### src/common/cpd_pkg.sv
package cpd_pkg;

    // ------------------------------------------------------------
    // Process image layout
    // ------------------------------------------------------------
    localparam int WORD_W = 16;
    localparam int CODE_W = 6;
    localparam int CODE_MSB = 15;
    localparam int CODE_LSB = 10;
    localparam int ERR_BIT = 15;
    localparam int GATE_BIT = 9;
    localparam int OUT_BIT = 8;
    localparam int PARAM0_W = 10;
    localparam int CMD_PARAM_W = 26;
    localparam int RESULT_W = 24;

    // ------------------------------------------------------------
    // Command codes
    // ------------------------------------------------------------
    localparam logic [5:0] CMD_READ = 6'h00;
    localparam logic [5:0] CMD_FREQ = 6'h04;
    localparam logic [5:0] CMD_EVENT = 6'h05;
    localparam logic [5:0] CMD_TIME = 6'h06;
    localparam logic [5:0] CMD_PULSE = 6'h07;
    localparam logic [5:0] CMD_STOP = 6'h08;
    localparam logic [5:0] CMD_START = 6'h09;
    localparam logic [5:0] CMD_DEFAULT = 6'h0A;
    localparam logic [5:0] CMD_SYSSET = 6'h0C;
    localparam logic [5:0] CMD_VERSION = 6'h0F;
    localparam logic [5:0] CMD_INITVAL = 6'h10;
    localparam logic [5:0] CMD_FINALVAL = 6'h14;

    // ------------------------------------------------------------
    // Frequency parameter limits
    // ------------------------------------------------------------
    localparam logic [9:0] FREQ_FACTOR_MIN = 10'h001;
    localparam logic [9:0] FREQ_FACTOR_MAX = 10'h3E8;
    localparam logic [9:0] FREQ_GATE_MIN = 10'h3FC;

    // ------------------------------------------------------------
    // Reset values
    // ------------------------------------------------------------
    localparam logic [15:0] IN_WORD0_RST = 16'h8000;
    localparam logic [15:0] IN_WORD1_RST = 16'h0000;
    localparam logic [5:0] CMD_CODE_RST = 6'h00;
    localparam logic [25:0] CMD_PARAM_RST = 26'h000_0000;

    typedef enum logic [2:0] {
        MODE_NONE = 3'b000,
        MODE_FREQ = 3'b001,
        MODE_EVENT = 3'b010,
        MODE_TIME = 3'b011,
        MODE_PULSE = 3'b100
    } cpd_mode_type;

endpackage

### src/common/cpd_cmd_if.sv
`timescale 1ns/100ps
interface cpd_cmd_if;
    logic [5:0] code;
    logic [9:0] param0;
    logic is_read;
    logic is_mode;
    logic is_start;
    logic is_stop;
    logic uses_word1;
    logic is_version;
    logic reserved;
    logic param_bad;

    modport dec (
        input code,
        input param0,
        output is_read,
        output is_mode,
        output is_start,
        output is_stop,
        output uses_word1,
        output is_version,
        output reserved,
        output param_bad
    );

    modport core (
        output code,
        output param0,
        input is_read,
        input is_mode,
        input is_start,
        input is_stop,
        input uses_word1,
        input is_version,
        input reserved,
        input param_bad
    );
endinterface

### src/rtl/cpd_cmd_decode.sv
`timescale 1ns/100ps
module cpd_cmd_decode (
    cpd_cmd_if.dec bus // Command fields in, class flags out
);
    import cpd_pkg::*;

    // ------------------------------------------------------------
    // Command classification
    // ------------------------------------------------------------
    always_comb begin
        bus.is_read = 1'b0;
        bus.is_mode = 1'b0;
        bus.is_start = 1'b0;
        bus.is_stop = 1'b0;
        bus.uses_word1 = 1'b0;
        bus.is_version = 1'b0;
        bus.reserved = 1'b0;
        bus.param_bad = 1'b0;
        // Parameter bits matter only for commands that take them
        unique case (bus.code)
            CMD_READ: bus.is_read = 1'b1;
            CMD_FREQ: begin
                bus.is_mode = 1'b1;
                bus.param_bad = !(((bus.param0 >= FREQ_FACTOR_MIN) &&
                                  (bus.param0 <= FREQ_FACTOR_MAX)) ||
                                  (bus.param0 >= FREQ_GATE_MIN));
            end
            CMD_EVENT, CMD_TIME, CMD_PULSE: begin
                bus.is_mode = 1'b1;
                bus.uses_word1 = 1'b1;
            end
            CMD_STOP: bus.is_stop = 1'b1;
            CMD_START: bus.is_start = 1'b1;
            CMD_DEFAULT: ;
            CMD_SYSSET, CMD_INITVAL, CMD_FINALVAL: bus.uses_word1 = 1'b1;
            CMD_VERSION: bus.is_version = 1'b1;
            default: bus.reserved = 1'b1;
        endcase
    end

endmodule

### src/rtl/cpd_core.sv
`timescale 1ns/100ps
// Overview of operation
// - The image is two 16-bit words in each direction.
// - Commands and parameters in the output words steer the terminal.
// - Parameter bits of commands without parameters are ignored.
// - Non-read commands are echoed into the input words in place.
// - Input word 1 need not mirror an unused output word 1.
// - Bit 15 flags no setup, bad value, modeless read or reserved code.
// - After a read, bits 14 to 10 of word 0 are zero and bit 15 is the error flag.
// - After a read, bit 9 of word 0 shows the gate input level.
// - After a read, bit 8 of word 0 shows the output or relation state.
// - Time mode returns 16 bits in word 1 and clears word 0 bits 7 to 0.
// - Frequency and event modes put a 24-bit result across both words.
// - The command code sits in bits 15 to 10 of output word 0.
module cpd_core #(
    parameter int COUNT_W = 24,
    parameter logic [15:0] FW_VERSION = 16'h0001 // Arbitrary value
) (
    input wire logic clk_i, // 25 MHz clock
    input wire logic rst_i, // Async reset, active high
    input wire logic xfer_i, // One-cycle exchange strobe
    input wire logic [15:0] out_word0_i, // Command word from controller
    input wire logic [15:0] out_word1_i, // Parameter word from controller
    input wire logic gate_i, // Gate control input level
    input wire logic out_state_i, // Output or relation state
    input wire logic [COUNT_W-1:0] count_i, // Current count result
    output logic [15:0] in_word0_o, // Status and result high word
    output logic [15:0] in_word1_o, // Result low word
    output cpd_pkg::cpd_mode_type mode_o, // Selected operating mode
    output logic run_o, // Counter running
    output logic cmd_strobe_o, // Accepted command pulse
    output logic [5:0] cmd_code_o, // Accepted command code
    output logic [25:0] cmd_param_o // Accepted 26-bit parameter
);
    import cpd_pkg::*;

    // ------------------------------------------------------------
    // Parameter check
    // ------------------------------------------------------------
    generate
        if (COUNT_W != RESULT_W) begin : g_bad_width
            $error("COUNT_W must be 24");
        end
    endgenerate

    // ------------------------------------------------------------
    // Command decode
    // ------------------------------------------------------------
    cpd_cmd_if dec_bus ();

    // Both words are taken in the same strobe cycle
    assign dec_bus.code = out_word0_i[CODE_MSB:CODE_LSB];
    assign dec_bus.param0 = out_word0_i[PARAM0_W-1:0];

    cpd_cmd_decode u_dec (
        .bus(dec_bus)
    );

    logic cmd_err;
    logic cmd_ok;

    cpd_mode_type mode_reg;
    cpd_mode_type mode_next;
    logic run_reg;
    logic run_next;

    always_comb begin
        cmd_err = dec_bus.reserved || dec_bus.param_bad ||
                  (dec_bus.is_read && (mode_reg == MODE_NONE));
        cmd_ok = xfer_i && !cmd_err;
    end

    // ------------------------------------------------------------
    // Mode and run state
    // ------------------------------------------------------------
    always_comb begin
        mode_next = mode_reg;
        run_next = run_reg;
        if (cmd_ok) begin
            if (dec_bus.is_mode) begin
                run_next = 1'b1;
                unique case (dec_bus.code)
                    CMD_FREQ: mode_next = MODE_FREQ;
                    CMD_EVENT: mode_next = MODE_EVENT;
                    CMD_TIME: mode_next = MODE_TIME;
                    default: mode_next = MODE_PULSE;
                endcase
            end else if (dec_bus.is_stop) begin
                run_next = 1'b0;
            end else if (dec_bus.is_start && (mode_reg != MODE_NONE)) begin
                run_next = 1'b1;
            end
        end
    end

    always_ff @(posedge clk_i or posedge rst_i) begin
        if (rst_i) begin
            mode_reg <= MODE_NONE;
            run_reg <= 1'b0;
        end else begin
            mode_reg <= mode_next;
            run_reg <= run_next;
        end
    end

    // ------------------------------------------------------------
    // Input image
    // ------------------------------------------------------------
    logic [15:0] in0_reg;
    logic [15:0] in0_next;
    logic [15:0] in1_reg;
    logic [15:0] in1_next;

    always_comb begin
        in0_next = in0_reg;
        in1_next = in1_reg;
        if (xfer_i) begin
            if (dec_bus.is_read) begin
                in0_next = 16'h0000;
                in1_next = 16'h0000;
                in0_next[GATE_BIT] = gate_i;
                in0_next[OUT_BIT] = out_state_i;
                unique case (mode_reg)
                    MODE_TIME: in1_next = count_i[15:0];
                    MODE_FREQ, MODE_EVENT, MODE_PULSE: begin
                        in0_next[7:0] = count_i[COUNT_W-1 -: 8];
                        in1_next = count_i[15:0];
                    end
                    MODE_NONE: in1_next = 16'h0000;
                    default: in1_next = 16'h0000;
                endcase
            end else begin
                in0_next = out_word0_i;
                if (dec_bus.uses_word1) begin
                    in1_next = out_word1_i;
                end else if (dec_bus.is_version) begin
                    in1_next = FW_VERSION;
                end else begin
                    in1_next = 16'h0000;
                end
            end
            in0_next[ERR_BIT] = cmd_err;
        end
    end

    // Reset image carries the error bit: not yet configured
    always_ff @(posedge clk_i or posedge rst_i) begin
        if (rst_i) begin
            in0_reg <= IN_WORD0_RST;
            in1_reg <= IN_WORD1_RST;
        end else begin
            in0_reg <= in0_next;
            in1_reg <= in1_next;
        end
    end

    // ------------------------------------------------------------
    // Command hand-off to the counting core
    // ------------------------------------------------------------
    logic strobe_reg;
    logic strobe_next;
    logic [5:0] code_reg;
    logic [5:0] code_next;
    logic [25:0] param_reg;
    logic [25:0] param_next;

    always_comb begin
        strobe_next = cmd_ok && !dec_bus.is_read;
        code_next = code_reg;
        param_next = param_reg;
        if (strobe_next) begin
            code_next = dec_bus.code;
            param_next = {dec_bus.param0, out_word1_i};
        end
    end

    always_ff @(posedge clk_i or posedge rst_i) begin
        if (rst_i) begin
            strobe_reg <= 1'b0;
            code_reg <= CMD_CODE_RST;
            param_reg <= CMD_PARAM_RST;
        end else begin
            strobe_reg <= strobe_next;
            code_reg <= code_next;
            param_reg <= param_next;
        end
    end

    assign in_word0_o = in0_reg;
    assign in_word1_o = in1_reg;
    assign mode_o = mode_reg;
    assign run_o = run_reg;
    assign cmd_strobe_o = strobe_reg;
    assign cmd_code_o = code_reg;
    assign cmd_param_o = param_reg;
endmodule

### config.mk
export PLATFORM = sky130hd
export DESIGN_NAME = cpd_core
export DESIGN_NICKNAME = d
export VERILOG_FILES = /design/src/common/cpd_pkg.sv /design/src/common/cpd_cmd_if.sv /design/src/rtl/cpd_cmd_decode.sv /design/src/rtl/cpd_core.sv
export SDC_FILE = /design/constraint.sdc
export NUM_CORES = 1
export LEC_CHECK = 0
export ABC_AREA = 1
export ABC_CLOCK_PERIOD_IN_PS = 3600
export BUFFER_PORTS_ARGS = -buffer_cell sky130_fd_sc_hd__buf_2
export CORE_ASPECT_RATIO = 1.1
export CORE_MARGIN = 2
export CORE_UTILIZATION = 52
export CTS_CLUSTER_SIZE = 12
export DETAILED_ROUTE_END_ITERATION = 10
export PLACE_DENSITY_LB_ADDON = 0.1
export SKIP_CTS_REPAIR_TIMING = 1
export SYNTH_ARGS = -nofsm -noshare
export SYNTH_HDL_FRONTEND = slang
export SYNTH_SLANG_ARGS = --single-unit
### constraint.sdc
create_clock -name clk_i -period 3.6 [get_ports clk_i]
set_input_delay 0.72 -clock clk_i [delete_from_list [all_inputs] [get_ports clk_i]]
set_output_delay 0.72 -clock clk_i [all_outputs]
set_load 0.1 [all_outputs]
### Word level (Yosys, flattened, before mapping)

Cells that the tools add are included.

| storage, ports and cells | value |
|---|---|
| register bits after elaboration | 69 |
| input bits | 61 |

| cells by class | value |
|---|---|
| order comparisons | 3 |
| equal/unequal tests | 15 |
| muxes and demuxes | 18 |
| reductions and logical operators | 22 |

Operators by type and width:

| cell | number |
|---|---|
| 2-to-1 mux 16 bit | 3 |
| == test 6 x 4 -> 1 bit, second input constant | 5 |
| == test 6 x 3 -> 1 bit, second input constant | 4 |
| 2-to-1 mux 15 bit | 1 |
| == test 6 x 5 -> 1 bit, second input constant | 2 |
| 2-to-1 mux 1 bit | 12 |
| OR reduction 12 bit | 1 |
| >= comparator 10 x 1 -> 1 bit, second input constant | 1 |
| >= comparator 10 bit, second input constant | 1 |
| <= comparator 10 bit, second input constant | 1 |
| one-hot mux 3 bit (3 select lines) | 1 |
| 2-to-1 mux 8 bit | 1 |
| OR reduction 4 bit | 2 |
| == test 3 x 2 -> 1 bit, second input constant | 2 |
| zero test 6 bit | 1 |
| nonzero test 3 bit | 2 |
| OR reduction 6 bit | 1 |
| logical AND 1 bit | 5 |
| AND reduction 2 bit | 2 |
| == test 3 x 1 -> 1 bit, second input constant | 1 |
| == test 3 bit, second input constant | 1 |
| zero test 1 bit | 3 |
| zero test 3 bit | 1 |
| logical OR 1 bit | 3 |
| OR reduction 3 bit | 1 |

### Depth between registers and ports, before layout

| logic depth | value |
|---|---|
| word-level depth | 10 |
| mapped depth | 10 |

### By module

Synthesis repeated with hierarchy kept, for this count alone.

| second synthesis, totals | value |
|---|---|
| cell total of the unflattened synthesis | 452 |
| area, all modules | 3362.0 sq um |

By module, submodules not included:

| module | times used | cells each | area each (sq um) | seq. area each (sq um) |
|---|---|---|---|---|
| cpd_core | 1 | 393 | 3094.2 | 1727.9 |
| cpd_cmd_decode | 1 | 59 | 267.8 | 0.0 |

### Worst setup path after synthesis

No wires, ideal clock.

| timing | value |
|---|---|
| path type | reg-to-reg |
| start point | reg mode_reg[0], in the netlist mode_o[0] |
| end point | reg in0_reg[5], in the netlist in_word0_o[5] |
| arrival | 1.930 ns |
| setup slack | 1.593 ns |
| cell stages (with the launch flop) | 6 |
| buffers on the path | 1 |
| clock period less this slack | 2.007 ns |
| cells stage by stage | dfrtp_1 > inv_1 > o22ai_1 > clkbuf_1 > nand4_1 > a21oi_1 |

| between the ends | value |
|---|---|
| cells in the longest elaborated chain, start to end | 4 |
| elaborated cells on any way between the ends | 6 |

Ends and longest elaborated chain:

| what | RTL line | RTL |
|---|---|---|
| start: declaration | cpd_core.sv:62 | `cpd_mode_type mode_reg;` |
| start signal: assignment | cpd_core.sv:101 | `mode_reg <= mode_next;` |
| == test 3 x 1 -> 1 bit (tied with other cells) | cpd_core.sv:123 | `unique case (mode_reg)` |
| OR reduction 3 bit * | cpd_core.sv:123 |  |
| 2-to-1 mux 8 bit * | cpd_core.sv:123 |  |
| 2-to-1 mux 15 bit * | cpd_core.sv:118 | `if (dec_bus.is_read) begin` |
| end signal: assignment | cpd_core.sv:152 | `in0_reg <= in0_next;` |
| end: declaration | cpd_core.sv:109 | `logic [15:0] in0_reg;` |

Mark *: on every way between the ends. The rest lies on a longest branch, timed or not.
A chain may end at the register's enable or synchronous reset.

### Worst setup path after layout

| timing | value |
|---|---|
| start point | in out_word0_i[13] |
| end point | reg param_reg[11], in the netlist cmd_param_o[11] |

| between the ends | value |
|---|---|
| cells in the longest elaborated chain, start to end | 8 |
| elaborated cells on any way between the ends | 23 |

Ends and longest elaborated chain:

| what | RTL line | RTL |
|---|---|---|
| start: declaration | cpd_core.sv:22 | `input wire logic [15:0] out_word0_i,` |
| == test 6 x 3 -> 1 bit (tied with other cells) | cpd_cmd_decode.sv:20 | `unique case (bus.code)` |
| OR reduction 12 bit (no line) | -- |  |
| 2-to-1 mux 1 bit | cpd_cmd_decode.sv:20 |  |
| logical OR 1 bit (2 in series) | cpd_core.sv:68 | `cmd_err = dec_bus.reserved \|\| dec_bus.param_bad \|\|` |
| zero test 1 bit | cpd_core.sv:70 | `cmd_ok = xfer_i && !cmd_err;` |
| logical AND 1 bit | cpd_core.sv:70 |  |
| logical AND 1 bit * | cpd_core.sv:168 | `strobe_next = cmd_ok && !dec_bus.is_read;` |
| end signal: assignment | cpd_core.sv:185 | `param_reg <= param_next;` |
| end: declaration | cpd_core.sv:164 | `logic [25:0] param_reg;` |

Marked as above.

==> flow_summary_export.csv <==
group,metric,value,unit
worst_setup_path,critPathSlowestCell,"nor2_4",
clock_tree,cts_root_buf,"clkbuf_8",
clock_tree,cts.clk_slew.worst_paths,0.07,ns
die,ios,130,
drt,wire_per_inst,14.9,µm
placement,portBuffers,129,
timing,setup_slack,1.48,ns
synth,synth_largest_area_cell,"dfrtp_1",
synth,syn_inst,400,
drt,vias,3256,
worst_setup_path,crit_arrival,2.40,ns
hold_path,min_to,"cmd_code_o[5]$_DFFE_PP0P_",
die,start_util,53.7,%
worst_setup_path,timing.rr.end,"in_word1_o[0]$_DFFE_PP0P_",
layout,syn2layout_area_growth,24.7,%
global_routing,track_usage,26.0,%
synth,ys.flop_type,"dfrtp_1",
timing,finalSetupViolations,0,
global_routing,grt.overflow.total,0,
global_routing,grt_pass1_vias,2957,
power_and_ir_drop,p_sw_share,53.2,%
placement,dp_slack,1.13,ns
synth,syn_avg_cell_area,8.26,µm²
clock_tree,clock_sinks,69,
drt,drtIter0Drc,180,
global_routing,grt_max_degree,70,
worst_setup_path,reg2reg_depth,7,
layout,multi_input_area,0.00137,mm²
timing,final-hold-violation-count,0,
timing,slew_viol_final,0,
die,die_h,87.6,µm
power_and_ir_drop,power.switching,0.00160,W
timing,setup_tns,0,ns
global_routing,antenna_found_initial,0,
timing,period_needed,2.12,ns
worst_setup_path,required,3.88,ns
power_and_ir_drop,p_comb_share,47.9,%
flow_run,maxCapViolations,0,
layout,antenna-diode-count,0,
synth,syn_area,0.00330,mm²
die,die_x,80.0,µm
layout,drive_gt1_share,30.5,%
die,die-area,0.00701,mm²
power_and_ir_drop,clockPowerShare,19.5,%
timing,fin_worst_skew,0.00536,ns
synth,synth_top_cells_by_area,"dfrtp_1 51%, nand2_1 14%, nand4_1 8.1%, nor2_1 4.5%, nand3_1 3.9%",
power_and_ir_drop,power.density,729,mW/mm²
power_and_ir_drop,p_int,0.00141,W
synth,ys_seq_elements,69,
synth,async_flop_share,100,%
hold_path,holdCritStartpoint,"cmd_code_o[5]$_DFFE_PP0P_",
synth,ys_seq_area_share,52.3,%
layout,fin_nets,579,
drt,antenna_left,0,
global_routing,grt_first_pass_wirelength,14200,µm
layout,register_area,0.00173,mm²
worst_setup_path,cp_cell_sequence,"buf_2 > inv_1 > nand4_4 > o21ai_1 > nor2_4 > nand4_1 > nand2_1",
clock_tree,htreeDepth,3,
die,coreArea,0.00616,mm²
timing,slew_headroom,33.5,%
drt,wl,8960,µm
layout,fill_cells,537,
clock_tree,cts_made_buffers,9,
clock_tree,clkLatencyLatePin,0.34,ns
timing,fin_crit_sh,58.9,%
clock_tree,cts_tree,"built",
placement,dp_hpwl,5910,µm
power_and_ir_drop,p_leak,2.19,nW
worst_setup_path,cp-end-kind,"flop",
timing,rsz0062_at_grt,"no",
synth,synth_common_cells,"124 x nand2_1, 68 x dfrtp_1, 43 x nand4_1",
synth,ys_warn_count,0,
hold_path,hold_path_class,"flop to flop",
worst_setup_path,slowest_delay,0.64,ns
synth,yosysUniqueCellTypes,22,
worst_setup_path,start_kind,"primary input",
timing,fmax,0.471,GHz
worst_setup_path,reg2reg_from,"mode_o[0]$_DFFE_PP0P_",
worst_setup_path,r2r_slack,1.76,ns
worst_setup_path,crit_fanout,36,
status,status,"finished clean",
synth,synth_edf_count,0,
synth,yosysTopAreaCellShare,51.5,%
drt,dr.pass1.iters,4,
timing,worst_slew_pin_slew,0.998,ns
drt,drt-vias-per-instance,5.41,
hold_path,min_path_cells,2,
clock_tree,clockBufferDepth,2,
layout,final_core_util,66.9,%
placement,gp_congestion,0.839,
synth,synth_nets,461,
die,core.rowCount,30,
worst_setup_path,crit_type,"primary input to flop",
power_and_ir_drop,peakVddDrop,512,µV
power_and_ir_drop,seqPwrFrac,32.6,%
drt,drc_errors,0,
synth,yosysMostFrequentCell,"nand2_1",
==> cells by family after synthesis <==
logic type / after synthesis / share of synthesized area [%]
AOI/OAI and AO/OA: 46 / 7.61
and+or+nand+nor: 241 / 33.7
buffers and inverters: 44 / 6.40
DFF: 69 / 52.3
==> power groups by stage <==
| stage | Sequential [W] | Combinational (W) | Clock (W) |
|---|---|---|---|
| 6_report | 0.000980 | 0.00144 | 0.000586 |
| 5_1_grt | 0.000995 | 0.00149 | 0.000628 |
| 4_1_cts | 0.000979 | 0.00144 | 0.000591 |
| 3_5_place_dp | 0.000990 | 0.00144 | 0 |
| 3_3_place_gp | 0.000992 | 0.00143 | 0 |
| 2_1_floorplan | 0.00197 | 0.000215 | 0 |
==> stage by stage <==
| stage | total power [W] | hold WS (ns) | instances | cell area [µm²] |
|---|---|---|---|---|
| after global placement | 0.00242 | 0.445 | 587 | 3940 |
| after floorplan | 0.00219 | 0.762 | 400 | 3300 |
| after global routing | 0.00312 | 0.499 | 602 | 4120 |
| after CTS | 0.00301 | 0.467 | 602 | 4120 |
| after detailed placement | 0.00243 | 0.449 | 587 | 3940 |
| final | 0.00300 | 0.468 | 602 | 4120 |
==> final cells by class <==
type | instances | share of cell area, %
Tap cell | 80 | 2.43
Clock inverter | 1 | 0.121
Sequential cell | 69 | 41.9
Timing Repair Buffer | 133 | 16.4
Clock buffer | 14 | 4.19
Inverter | 18 | 1.64
Multi-Input combinational cell | 287 | 33.3
==> layout by cell type (no fill, tap or decap), types with 3 or more instances in the layout <==
| cell type | netlist | final |
|---|---|---|
| nor2_1 | 40 | 40 |
| dfrtp_1 | 68 | 68 |
| clkbuf_8 | 0 | 12 |
| nor2_4 | 3 | 3 |
| a21oi_1 | 21 | 21 |
| o21ai_0 | 7 | 7 |
| nand4_1 | 43 | 43 |
| nand2_1 | 124 | 124 |
| inv_1 | 16 | 15 |
| a31oi_1 | 16 | 16 |
| buf_2 | 7 | 129 |
| inv_2 | 2 | 3 |
| nand3_1 | 26 | 26 |
| buf_4 | 4 | 4 |
==> worst max-delay path: cells and delay by family <==
family,cells,cell delay [ns]
AO/OA/AOI/OAI,1,0.16
buffers and inverters,2,0.20
AND/OR/NAND/NOR,4,1.30
==> how the worst max path moves through the flow <==
stage,startpoint,endpoint,slack (ns),depth (start not counted)
2_1_floorplan,rst_i,cmd_code_o[0]$_DFFE_PP0P_,1.14,1
3_3_place_gp,out_word0_i[13],cmd_param_o[16]$_DFFE_PP0P_,1.16,7
3_5_place_dp,out_word0_i[13],cmd_param_o[21]$_DFFE_PP0P_,1.13,7
4_1_cts,out_word0_i[13],cmd_param_o[13]$_DFFE_PP0P_,1.47,7
5_1_grt,out_word0_i[13],cmd_param_o[16]$_DFFE_PP0P_,1.28,7
6_report,out_word0_i[13],cmd_param_o[11]$_DFFE_PP0P_,1.48,7
==> metal layers <==
layer / vias up / global-route usage (%) / share of wire (%)
met5: - / 0 / 0
met4: 0 / 6.01 / 0.97
met3: 12 / 6.49 / 7.4
met2: 119 / 42.0 / 47
met1: 1531 / 35.9 / 44
li1: 1594 / - / -
==> registers in the layout (all words and copies together) (netlist names) <==
register and flops:
in_word0_o 16, mode_o 3, cmd_code_o 6, run_o 1
cmd_strobe_o 1, cmd_param_o 26, in_word1_o 16
(Power assumes the default switching activity.)
